`config.mk`:
```
export PLATFORM = sky130hd
export DESIGN_NAME = shs_standby_ctrl
export DESIGN_NICKNAME = d
export VERILOG_FILES = /design/src/logic/shs_pkg.sv /design/src/logic/shs_wake_if.sv /design/src/logic/shs_settle_timer.sv /design/src/logic/shs_wake_pin.sv /design/src/logic/shs_standby_ctrl.sv
export SDC_FILE = /design/constraint.sdc
export NUM_CORES = 1
export LEC_CHECK = 0
export BUFFER_PORTS_ARGS = -buffer_cell sky130_fd_sc_hd__buf_2
export CAP_MARGIN = 40
export CORE_ASPECT_RATIO = 1.4
export CORE_MARGIN = 2
export CORE_UTILIZATION = 53
export CTS_CLUSTER_SIZE = 40
export DETAILED_ROUTE_END_ITERATION = 10
export PLACE_DENSITY = 0.79
export SLEW_MARGIN = 20
export SYNTH_ARGS = -nofsm -noshare
export SYNTH_HDL_FRONTEND = slang
export SYNTH_HIERARCHICAL = 1
export SYNTH_SLANG_ARGS = --single-unit
```
`constraint.sdc`:
```
create_clock -name SYS_CLK_I -period 2.6 [get_ports SYS_CLK_I]
set_input_delay 0.52 -clock SYS_CLK_I [delete_from_list [all_inputs] [get_ports SYS_CLK_I]]
set_output_delay 0.52 -clock SYS_CLK_I [all_outputs]
set_load 0.02 [all_outputs]
```
`src/logic/shs_pkg.sv`:
```
// Package: register map, fields, reset values and timing for standby control
package shs_pkg;
	localparam logic [19:0] SHS_STATUS_CTRL_ADDR = 20'hF0016;
	localparam logic [7:0] SHS_STATUS_CTRL_RST = 8'h00;
	localparam int SHS_OEN_BIT = 1;
	localparam int SHS_LVL_BIT = 0;
	localparam logic [2:0] SHS_SETTLE_SEL_RST = 3'h7;
	localparam int SHS_SETTLE_BASE_LOG2 = 8;
	localparam int SHS_CLK_SEL_W = 2;
	localparam logic [1:0] SHS_CLK_HIGH_XTAL = 2'h0;
	localparam logic [1:0] SHS_CLK_INT_OSC = 2'h1;
	localparam logic [1:0] SHS_CLK_EXT_MAIN = 2'h2;
	localparam logic [1:0] SHS_CLK_SUBSYS = 2'h3;
	typedef enum logic [2:0] {
		SHS_RUN,
		SHS_HALT,
		SHS_STOP,
		SHS_SNOOZE,
		SHS_SETTLE
	} shs_state_t;
endpackage

```
`src/logic/shs_wake_if.sv`:
```
// Interface: wake event and release handshake between the sequencer and its helpers
`timescale 1ns/1ps
interface shs_wake_if;
	logic wake_evt;
	logic settle_start;
	logic [2:0] settle_sel;
	logic settle_done;
	modport seq (output wake_evt, output settle_start, output settle_sel, input settle_done);
	modport pin (input wake_evt);
	modport tmr (input settle_start, input settle_sel, output settle_done);
endinterface

```
`src/logic/shs_settle_timer.sv`:
```
// Oscillation settle wait counter for stop release
`timescale 1ns/1ps
module shs_settle_timer
	import shs_pkg::*;
#(
	parameter int CNT_W = 19
) (
	input wire logic clk_i,
	input wire logic arst_n_i,
	shs_wake_if.tmr wk
);
	logic [CNT_W-1:0] cnt_r, cnt_nxt;
	logic busy_r, busy_nxt;
	logic done_r, done_nxt;

	// Wait length in clocks for each select code
	function automatic logic [CNT_W-1:0] settle_len(input logic [2:0] sel);
		unique case (sel)
			3'h0: settle_len = CNT_W'(1 << SHS_SETTLE_BASE_LOG2);
			3'h1: settle_len = CNT_W'(1 << 9);
			3'h2: settle_len = CNT_W'(1 << 10);
			3'h3: settle_len = CNT_W'(1 << 11);
			3'h4: settle_len = CNT_W'(1 << 13);
			3'h5: settle_len = CNT_W'(1 << 15);
			3'h6: settle_len = CNT_W'(1 << 17);
			3'h7: settle_len = CNT_W'(1 << 18);
		endcase
	endfunction

	always_comb begin
		cnt_nxt = cnt_r;
		busy_nxt = busy_r;
		done_nxt = 1'b0;
		if (wk.settle_start) begin
			cnt_nxt = settle_len(wk.settle_sel) - CNT_W'(1);
			busy_nxt = 1'b1;
		end else if (busy_r) begin
			if (cnt_r == '0) begin
				busy_nxt = 1'b0;
				done_nxt = 1'b1;
			end else begin
				cnt_nxt = cnt_r - CNT_W'(1);
			end
		end
	end

	always_ff @(posedge clk_i or negedge arst_n_i) begin
		if (!arst_n_i) begin
			cnt_r <= '0;
			busy_r <= 1'b0;
			done_r <= 1'b0;
		end else begin
			cnt_r <= cnt_nxt;
			busy_r <= busy_nxt;
			done_r <= done_nxt;
		end
	end

	assign wk.settle_done = done_r;
endmodule

```
`src/logic/shs_wake_pin.sv`:
```
// Wake status pin driver with enable and self-inverting level
`timescale 1ns/1ps
module shs_wake_pin
	import shs_pkg::*;
(
	input wire logic clk_i,
	input wire logic arst_n_i,
	input wire logic oen_i,
	input wire logic lvl_i,
	shs_wake_if.pin wk,
	output logic pin_o,
	output logic pin_oe_n_o,
	output logic lvl_flip_o
);
	logic pin_r, pin_nxt;
	logic oe_n_r, oe_n_nxt;
	logic flip_r, flip_nxt;

	always_comb begin
		pin_nxt = pin_r;
		oe_n_nxt = oe_n_r;
		flip_nxt = 1'b0;
		if (wk.wake_evt && oen_i) begin
			pin_nxt = lvl_i;
			oe_n_nxt = 1'b0;
			flip_nxt = 1'b1;
		end
		// Without the enable the pin holds its level
	end

	always_ff @(posedge clk_i or negedge arst_n_i) begin
		if (!arst_n_i) begin
			pin_r <= 1'b0;
			oe_n_r <= 1'b1;
			flip_r <= 1'b0;
		end else begin
			pin_r <= pin_nxt;
			oe_n_r <= oe_n_nxt;
			flip_r <= flip_nxt;
		end
	end

	assign pin_o = pin_r;
	assign pin_oe_n_o = oe_n_r;
	assign lvl_flip_o = flip_r;
endmodule

```
`src/logic/shs_standby_ctrl.sv`:
```
// Top: halt/stop/snooze sequencer with wake status output control register
`timescale 1ns/1ps
module shs_standby_ctrl
	import shs_pkg::*;
(
	// Clock and reset
	input wire logic SYS_CLK_I,
	input wire logic ARST_N_I,
	// CPU instruction requests
	input wire logic HALT_REQ_I,
	input wire logic STOP_REQ_I,
	input wire logic [SHS_CLK_SEL_W-1:0] CPU_CLK_SEL_I,
	// Interrupt controller
	input wire logic INT_PENDING_I,
	input wire logic INT_ACK_EN_I,
	// Snooze converter trigger and conversion end
	input wire logic SNOOZE_EN_I,
	input wire logic CONV_TRIG_I,
	input wire logic CONV_DONE_I,
	input wire logic CONV_WAKE_I,
	// Register access by CPU
	input wire logic [19:0] REG_ADDR_I,
	input wire logic REG_WR_I,
	input wire logic REG_BIT_WR_I,
	input wire logic [2:0] REG_BIT_SEL_I,
	input wire logic [7:0] REG_WDATA_I,
	output logic [7:0] REG_RDATA_O,
	input wire logic [2:0] SETTLE_SEL_I,
	// Options and clock select
	input wire logic WDT_EN_OPT_I,
	input wire logic WDT_STBY_OPT_I,
	input wire logic ITMR_CLK_SEL_I,
	input wire logic DMA_ACTIVE_I,
	// Clock and function gating
	output logic CPU_CLK_EN_O,
	output logic MAIN_CLK_EN_O,
	output logic PERIPH_CLK_EN_O,
	output logic LS_OSC_EN_O,
	output logic CLK_MON_EN_O,
	output logic RAM_EN_O,
	output logic GUARD_EN_O,
	output logic HOLD_STATE_O,
	output logic CONV_START_O,
	// CPU resume
	output logic RESUME_O,
	output logic VECTOR_O,
	output logic [2:0] MODE_O,
	// Wake status pin
	output logic WAKE_PIN_O,
	output logic WAKE_PIN_OE_N_O
);
	shs_wake_if wk();

	shs_state_t st_r, st_nxt;
	logic [7:0] ctrl_r, ctrl_nxt;
	logic [7:0] rdata_r, rdata_nxt;
	logic cpu_en_r, cpu_en_nxt;
	logic main_en_r, main_en_nxt;
	logic per_en_r, per_en_nxt;
	logic ls_en_r, ls_en_nxt;
	logic mon_en_r, mon_en_nxt;
	logic ram_en_r, ram_en_nxt;
	logic grd_en_r, grd_en_nxt;
	logic hold_r, hold_nxt;
	logic conv_r, conv_nxt;
	logic resume_r, resume_nxt;
	logic vec_r, vec_nxt;
	logic wake_r, wake_nxt;
	logic start_r, start_nxt;
	logic lvl_flip;
	logic ls_run;
	logic [2:0] sel_r;

	shs_settle_timer u_tmr (
		.clk_i(SYS_CLK_I),
		.arst_n_i(ARST_N_I),
		.wk(wk.tmr)
	);

	shs_wake_pin u_pin (
		.clk_i(SYS_CLK_I),
		.arst_n_i(ARST_N_I),
		.oen_i(ctrl_r[SHS_OEN_BIT]),
		.lvl_i(ctrl_r[SHS_LVL_BIT]),
		.wk(wk.pin),
		.pin_o(WAKE_PIN_O),
		.pin_oe_n_o(WAKE_PIN_OE_N_O),
		.lvl_flip_o(lvl_flip)
	);

	assign wk.wake_evt = wake_r;
	assign wk.settle_start = start_r;
	assign wk.settle_sel = sel_r;

	// Low-speed oscillator keeps running for the interval timer or watchdog
	assign ls_run = ITMR_CLK_SEL_I || (WDT_EN_OPT_I && WDT_STBY_OPT_I);

	// Mode sequencer
	always_comb begin
		st_nxt = st_r;
		resume_nxt = 1'b0;
		vec_nxt = 1'b0;
		wake_nxt = 1'b0;
		start_nxt = 1'b0;
		conv_nxt = 1'b0;
		unique case (st_r)
			SHS_RUN: begin
				if (STOP_REQ_I && CPU_CLK_SEL_I != SHS_CLK_SUBSYS) begin
					if (INT_PENDING_I) begin
						// Pending request sends stop straight to the settle wait
						st_nxt = SHS_SETTLE;
						start_nxt = 1'b1;
					end else begin
						st_nxt = SHS_STOP;
					end
				end else if (HALT_REQ_I) begin
					st_nxt = SHS_HALT;
				end
			end
			SHS_HALT: begin
				if (INT_PENDING_I) begin
					st_nxt = SHS_RUN;
					resume_nxt = 1'b1;
					vec_nxt = INT_ACK_EN_I;
				end
			end
			SHS_STOP: begin
				if (INT_PENDING_I) begin
					st_nxt = SHS_SETTLE;
					start_nxt = 1'b1;
					wake_nxt = 1'b1;
				end else if (SNOOZE_EN_I && CONV_TRIG_I) begin
					st_nxt = SHS_SNOOZE;
					conv_nxt = 1'b1;
				end
			end
			SHS_SNOOZE: begin
				if (CONV_DONE_I) begin
					if (CONV_WAKE_I) begin
						// Snooze back to normal mode
						st_nxt = SHS_RUN;
						resume_nxt = 1'b1;
						vec_nxt = INT_ACK_EN_I;
						wake_nxt = 1'b1;
					end else begin
						st_nxt = SHS_STOP;
					end
				end
			end
			SHS_SETTLE: begin
				// Only the crystal needs the full wait; other clocks resume next cycle
				if (wk.settle_done || CPU_CLK_SEL_I != SHS_CLK_HIGH_XTAL) begin
					st_nxt = SHS_RUN;
					resume_nxt = 1'b1;
					vec_nxt = INT_ACK_EN_I;
				end
			end
		endcase
	end

	// Gating follows the next state so outputs stay registered
	always_comb begin
		cpu_en_nxt = (st_nxt == SHS_RUN);
		main_en_nxt = (st_nxt != SHS_STOP) && (st_nxt != SHS_SNOOZE);
		per_en_nxt = (st_nxt == SHS_RUN) || (st_nxt == SHS_HALT) || (st_nxt == SHS_SNOOZE);
		ls_en_nxt = (st_nxt == SHS_RUN) || ls_run;
		mon_en_nxt = (st_nxt == SHS_RUN) || ((st_nxt == SHS_HALT) && ls_run);
		ram_en_nxt = (st_nxt == SHS_RUN) || ((st_nxt == SHS_HALT) && DMA_ACTIVE_I);
		grd_en_nxt = (st_nxt == SHS_RUN) || ((st_nxt == SHS_HALT) && DMA_ACTIVE_I);
		hold_nxt = (st_nxt != SHS_RUN);
	end

	// Control register: byte or single-bit writes, level self-inverts
	always_comb begin
		ctrl_nxt = ctrl_r;
		if (REG_ADDR_I == SHS_STATUS_CTRL_ADDR) begin
			if (REG_WR_I) begin
				ctrl_nxt = REG_WDATA_I;
			end else if (REG_BIT_WR_I) begin
				ctrl_nxt[REG_BIT_SEL_I] = REG_WDATA_I[0];
			end
		end
		// Hardware inversion wins over a same-cycle software write
		if (lvl_flip) begin
			ctrl_nxt[SHS_LVL_BIT] = ~ctrl_r[SHS_LVL_BIT];
		end
		rdata_nxt = (REG_ADDR_I == SHS_STATUS_CTRL_ADDR) ? ctrl_nxt : 8'h00;
	end

	// Reset ends any mode and restarts from the reset vector
	always_ff @(posedge SYS_CLK_I or negedge ARST_N_I) begin
		if (!ARST_N_I) begin
			st_r <= SHS_RUN;
			ctrl_r <= SHS_STATUS_CTRL_RST;
			rdata_r <= 8'h00;
			sel_r <= SHS_SETTLE_SEL_RST;
			cpu_en_r <= 1'b1;
			main_en_r <= 1'b1;
			per_en_r <= 1'b1;
			ls_en_r <= 1'b1;
			mon_en_r <= 1'b1;
			ram_en_r <= 1'b1;
			grd_en_r <= 1'b1;
			hold_r <= 1'b0;
			conv_r <= 1'b0;
			resume_r <= 1'b0;
			vec_r <= 1'b0;
			wake_r <= 1'b0;
			start_r <= 1'b0;
		end else begin
			st_r <= st_nxt;
			ctrl_r <= ctrl_nxt;
			rdata_r <= rdata_nxt;
			sel_r <= SETTLE_SEL_I;
			cpu_en_r <= cpu_en_nxt;
			main_en_r <= main_en_nxt;
			per_en_r <= per_en_nxt;
			ls_en_r <= ls_en_nxt;
			mon_en_r <= mon_en_nxt;
			ram_en_r <= ram_en_nxt;
			grd_en_r <= grd_en_nxt;
			hold_r <= hold_nxt;
			conv_r <= conv_nxt;
			resume_r <= resume_nxt;
			vec_r <= vec_nxt;
			wake_r <= wake_nxt;
			start_r <= start_nxt;
		end
	end

	assign REG_RDATA_O = rdata_r;
	assign CPU_CLK_EN_O = cpu_en_r;
	assign MAIN_CLK_EN_O = main_en_r;
	assign PERIPH_CLK_EN_O = per_en_r;
	assign LS_OSC_EN_O = ls_en_r;
	assign CLK_MON_EN_O = mon_en_r;
	assign RAM_EN_O = ram_en_r;
	assign GUARD_EN_O = grd_en_r;
	assign HOLD_STATE_O = hold_r;
	assign CONV_START_O = conv_r;
	assign RESUME_O = resume_r;
	assign VECTOR_O = vec_r;
	assign MODE_O = st_r;
endmodule

```
==> results of run 1 <==
## cell families after synthesis
family | synth area share
DFF | 0.4718
and+or+nand+nor | 0.2673
buffers and inverters | 0.03669
xor gates and xnor gates | 0.01129
muxes | 0.07217
adders and majority gates | 0.004032
AOI/OAI and AO/OA | 0.1367
## area by class of cell
| type | count | share of cell area |
|---|---|---|
| multi-input combinational | 217 | 0.4069 |
| clock inverter | 4 | 0.01969 |
| sequential | 58 | 0.3905 |
| inverter | 10 | 0.01001 |
| timing repair buffer | 79 | 0.1081 |
| tap | 70 | 0.02336 |
| clock buffer | 12 | 0.04139 |
## per-layer routing
layer,track usage,up-vias,routed length [um]
met5,0,-,0
met4,0.08667,0,129
met3,0.06794,12,360
met2,0.3638,85,3445
met1,0.2687,1226,2722
li1,-,1258,-
## per-stage QoR
| step | total power, mW | hold WS (ns) | utilization | cell area (um2) | cells |
|---|---|---|---|---|---|
| floorplan | 2.113 | 0.2244 | - | 3103 | 298 |
| global placement | 2.330 | 0.4889 | 0.6133 | 3520 | 434 |
| detailed placement | 2.367 | 0.4889 | 0.6133 | 3520 | 434 |
| CTS | 3.334 | 0.2573 | 0.6532 | 3749 | 450 |
| global route | 3.522 | 0.2573 | 0.6532 | 3749 | 450 |
| finish | 3.317 | 0.2716 | 0.6532 | 3749 | 450 |
## power by group through the flow
| stage | registers, mW | logic (mW) | clock network [mW] |
|---|---|---|---|
| 2_1_floorplan | 1.43 | 0.688 | 0 |
| 4_1_cts | 1.39 | 0.963 | 0.978 |
| 3_5_place_dp | 1.41 | 0.960 | 0 |
| 3_3_place_gp | 1.40 | 0.934 | 0 |
| 6_report | 1.40 | 0.959 | 0.961 |
| 5_1_grt | 1.43 | 1.07 | 1.02 |
## registers in the layout, indices dropped and copies added (netlist names), 3 cells and up
name and cells:
u_tmr/cnt_r 19, REG_RDATA_O 8, ctrl_r 8, MODE_O 3
sel_r 3
## cell usage after synthesis (4+ instances only)
library cell / number
a21oi_1: 11
and2_1: 10
buf_4: 4
clkbuf_1: 4
dfrtp_1: 48
dfstp_2: 10
inv_1: 10
mux2_2: 6
mux2i_1: 13
nand2_1: 21
nand2b_1: 5
nand3_1: 6
nand4_1: 7
nand4b_1: 6
nor2_1: 21
nor2b_1: 5
nor3_1: 5
nor4_1: 6
o21ai_0: 12
o41ai_1: 5
or3_1: 4
## worst paths after layout
| check | start | to | slack (ns) | cells after the start |
|---|---|---|---|---|
| worst min-delay path | SETTLE_SEL_I[2] | sel_r[2] | 0.27 | 1 |
| worst max register to register | u_tmr/cnt_r[0] | u_tmr/cnt_r[11] | 0.48 | 7 |
| worst min register to register | wake_r | u_pin/lvl_flip_o | 0.50 | 1 |
| min in group asynchronous | ARST_N_I | u_tmr/cnt_r[4] | 0.31 | 2 |
| max in group asynchronous | ARST_N_I | MODE_O[2] | 1.81 | 2 |
| worst max-delay path | u_tmr/cnt_r[0] | u_tmr/cnt_r[11] | 0.48 | 7 |
## cells in the final DEF (no fill, tap or decap), types with 5 or more instances in the layout
cell      count
buf_2        75
dfrtp_1      48
nand2_1      21
nor2_1       21
mux2i_1      13
o21ai_0      12
a21oi_1      11
clkbuf_8     11
dfstp_2      10
inv_1        10
and2_1       10
nand4_1       7
nand3_1       6
nand4b_1      6
nor4_1        6
mux2_2        6
nor3_1        5
nand2b_1      5
nor2b_1       5
o41ai_1       5
==> flow_summary.ini, run 1 <==
[worst_setup_path]
worstPathMaxFanout = 7
slowest_delay_ns = 0.59
worstPathRequired_ns = 2.83
arrival_ns = 2.35
crit_slowest_cell = nor4b_2
critPathLaunchType = flop
critPathBufInv = 1
endpoint_kind = flop
crit_type = reg -> reg
crit_family = simple AND/OR/NAND/NOR gates
path_cells = inv_1 -> ha_1 -> nor3b_2 -> nand3_1 -> nor4b_2 -> or3_1 -> a21oi_1

[detailed_routing]
num_vias = 2581
dr.pass1.iters = 6
ant_nets = 0
viasPerCell = 5.736
wire_per_inst_um = 14.80
drt_wl_total_mm = 6.658
drt_iter0_drc = 238
drc_errors = 0

[cells_and_area]
fillers = 476
seqCellArea_mm2 = 0.001464
n_antenna_cell = 0
fin_nets = 428
multi_input_area_mm2 = 0.001525
drive_gt1_frac = 0.3579
syn_to_final_growth_pct = 20.81

[sta]
fin_crit_ns = 2.125
timing.fmax_ghz = 0.4707
setup_slack_ns = 0.4754
clock_skew_ns = 0.008419
finalCritPeriodShare = 0.8171
max-slew-margin-rel = 0.5231
finalSetupTns_ns = 0
max_slew.worst_pin.slew_ns = 0.7153
grt_setup_unrepaired = false
hold_viol = 0
setup-violations-final = 0
finalMaxSlewViolations = 0

[run_status]
status = finished clean

[placed_design]
port_buffers = 75
dp_slack_ns = 0.3863
place.gp.congestion = 0.8611
dpl.hpwl_mm = 4.788

[floorplanning]
ios = 76
std_cell_rows = 33
dieArea_mm2 = 0.006491
core_area_mm2 = 0.005739
start_util = 0.5407
die_w_um = 68.67
dieHeight_um = 94.54

[clocking]
cts_max_path_buffers = 2
clock-root-buffer = clkbuf_8
cts_made_buffers = 9
hold_buffers = 0
h-tree-depth = 3
clk_pin_slew_ns = 0.07
cts_tree = yes
cts-resized-gates = 0
post_cts_buffers = 0
clk_latency_ns = 0.34
cts.sinks = 58

[pwr]
switching_share = 0.3510
ir_drop_uv = 671.2
p_clk_frac = 0.290
p_int_mw = 2.153
combinationalPowerShare = 0.289
p_per_area_mw_per_mm2 = 884.9
switchingPower_mw = 1.164
leakagePower_nw = 1.688
p_seq_frac = 0.421

[logic_synthesis]
yosysSeqAreaShare = 0.4718
ys_seq_elements = 58
yosys_warnings = 6
yosysTopAreaCell = dfrtp_1
synth_ff_type = dfrtp_1
synth_nets = 351
synth-async-reset-ratio = 1.000
ys_top_cells_by_area = dfrtp_1 39%, dfstp_2 8.5%, mux2i_1 4.2%
ys_types = 76
synth_top_area_frac = 0.3871
synth_area_mm2 = 0.003103
synth-edff-count = 0
syn_avg_cell_area_um2 = 10.41
syn_inst = 298

[global_route]
grt.overflow.total = 0
antenna_found_initial = 0
grt_max_degree = 59
grt_pass1_wl_mm = 10.61
grt_usage = 0.2224
grt_pass1_vias = 2342

[worst_hold_path]
hp-class = in -> reg

[run]
maxCapViolCount = 0
Power figures use the tool's default switching activity.
==> inputs of run 2 (changes only) <==
Settings changed: ABC_AREA from default to 1, CORE_UTILIZATION 53 to 54, PLACE_DENSITY 0.79 to 0.8.
Clock period 2.6 ns to 2 ns, I/O delays scaled along.
==> run 2 against run 1 <==
- setup slack worse by 0.26 ns
- die area is 3.1% higher
- fmax is 19% higher
- hold slack worse by 0.21 ns
- register-to-register slack worse by 0.26 ns
- clock skew is 0.0028 ns lower
- area after synthesis is 5.2% higher
- combinational power is 87% higher
- critical endpoint is now u_tmr/cnt_r[13]
==> flow_summary.ini, run 2 <==
[logic_synthesis]
yosys_warnings = 6
ys_seq_elements = 58
synth_area_mm2 = 0.003264
ys_top_cells_by_area = dfrtp_1 37%, nand2_1 12%, dfstp_2 8.0%
yosysTopAreaCell = dfrtp_1
syn_avg_cell_area_um2 = 7.904
synth_nets = 466
netlist_top_cells_count = 102 x nand2_1, 62 x nor2_1, 48 x dfrtp_1, 42 x inv_1, 21 x nand3_1
synth-async-reset-ratio = 1.000
syn_inst = 413
synth-edff-count = 0
ys_types = 40
synth_ff_type = dfrtp_1
yosys.cell_count.top_type = nand2_1
yosysSeqAreaShare = 0.4484
synth_top_area_frac = 0.3680

[clocking]
clock-root-buffer = clkbuf_8
cts.sinks = 58
h-tree-depth = 3
cts_max_path_buffers = 2
clk_latency_ns = 0.33
clk_pin_slew_ns = 0.07
post_cts_buffers = 0
cts_made_buffers = 9
cts-resized-gates = 0
cts_tree = yes
hold_buffers = 0

[worst_setup_path]
worstPathRequired_ns = 2.25
critPathLaunchType = flop
endpoint_kind = flop
reg2reg_depth = 9
crit_type = reg -> reg
rrSetupSlack_ns = 0.22
r2r_start = u_tmr/cnt_r[0]
arrival_ns = 2.03
r2r-end = u_tmr/cnt_r[13]
worstPathMaxFanout = 12

[detailed_routing]
dr.pass1.iters = 4
ant_nets = 0
viasPerCell = 5.136
drt_iter0_drc = 141
drt_wl_total_mm = 6.989
drc_errors = 0
wire_per_inst_um = 12.22
num_vias = 2938

[placed_design]
dpl.hpwl_mm = 5.244
port_buffers = 75
place.gp.congestion = 0.9281
dp_slack_ns = 0.2301
placedCellCount = 556
post_dp_cell_area_mm2 = 0.003720

[sta]
timing.fmax_ghz = 0.5604
finalCritPeriodShare = 0.8923
hold_viol = 0
finalSetupTns_ns = 0
setup-violations-final = 0
grt_setup_unrepaired = false
max_slew.worst_pin.slew_ns = 0.4105
finalMaxSlewViolations = 0
max-slew-margin-rel = 0.7253
fin_crit_ns = 1.785
setup_slack_ns = 0.2155
clock_skew_ns = 0.005580

[cells_and_area]
largest_reg_flops = 19
syn_to_final_growth_pct = 20.20
n_antenna_cell = 0
fin_nets = 550
layout_commonest_cell = nand2_1
layout_common_cells = 102 x nand2_1, 75 x buf_2, 62 x nor2_1, 48 x dfrtp_1, 42 x inv_1
regMostFlops = u_tmr/cnt_r
fillers = 488
stdcell_count = 572
fin_area_mm2 = 0.003924
drive_gt1_frac = 0.3267

[floorplanning]
ios = 76
std_cell_rows = 33
start_util = 0.5568
core_area_mm2 = 0.005863
dieArea_mm2 = 0.006692
dieHeight_um = 96.00
die_w_um = 69.71

[pwr]
leakagePower_nw = 2.075
ir_drop_uv = 1067
p_per_area_mw_per_mm2 = 1204
totalPowerFinal_mw = 4.724

[worst_hold_path]
hp-class = in -> async

[global_route]
grt_usage = 0.2231
grt_pass1_vias = 2850
grt.overflow.total = 0
antenna_found_initial = 0
grt_max_degree = 59
grt_pass1_wl_mm = 11.94

[run_status]
status = finished clean

[run]
maxCapViolCount = 0
run 2: metrics by stage:
stage          utilization  hold slack (ns)
5_1_grt             0.6692          0.09657
2_1_floorplan            -           0.1044
6_report            0.6692          0.06571
3_3_place_gp        0.6344           0.4216
3_5_place_dp        0.6344           0.4260
4_1_cts             0.6692          0.07111
run 2: metal layers:
metal,track usage,routed length [um],part of all wire,vias to the layer above
met5,0,0,0,-
met4,0.1026,150,0.021,0
met3,0.03560,289,0.041,11
met2,0.4223,3730,0.53,91
met1,0.2461,2818,0.40,1356
li1,-,-,-,1480
run 2: layout make-up:
cell class	instances	area, um2	area share
sequential	58	1464	0.3731
multi-input combinational	298	1553	0.3957
inverter	50	190.2	0.04847
clock buffer	11	151.4	0.03858
clock inverter	5	52.55	0.01339
timing repair buffer	80	425.4	0.1084
tap	70	87.58	0.02232
run 2: cells by family after synthesis:
group                    Yosys count  share of synthesized area
buffers and inverters             57                    0.07589
adder cells (fa/ha/maj)            1                   0.003832
multiplexers                       1                   0.003066
flip-flops                        58                     0.4484
AO/OA/AOI/OAI                     58                     0.1096
XOR/XNOR                           5                    0.01341
AND/OR/NAND/NOR                  233                     0.3457
run 2: report_power, final:
group / total (mW) / leakage, nW / internal (mW) / switching, mW
Sequential: 1.84 / 0.717 / 1.53 / 0.319
Clock: 1.09 / 0.105 / 0.636 / 0.450
Combinational: 1.79 / 1.25 / 0.667 / 1.13
run 2: critical path: stages, from the launching register on:
cell	delay (ns)
dfrtp_1	0.38
inv_1	0.15
ha_1	0.31
nand2_4	0.11
nor2_8	0.16
nand3b_4	0.11
nand2_4	0.08
buf_4	0.20
nor2_1	0.07
a21oi_1	0.13
run 2: worst max-delay path by stage:
stage | startpoint | endpoint | slack (ns) | cells after the start
after CTS | u_tmr/cnt_r[0] | u_tmr/cnt_r[12] | 0.22 | 9
after global placement | u_tmr/cnt_r[0] | u_tmr/cnt_r[0] | 0.34 | 9
final | u_tmr/cnt_r[0] | u_tmr/cnt_r[13] | 0.22 | 9
after floorplan | u_tmr/cnt_r[0] | u_tmr/cnt_r[15] | 0.40 | 10
after detailed placement | u_tmr/cnt_r[0] | u_tmr/cnt_r[12] | 0.23 | 9
after global routing | u_tmr/cnt_r[0] | u_tmr/cnt_r[12] | 0.07 | 9
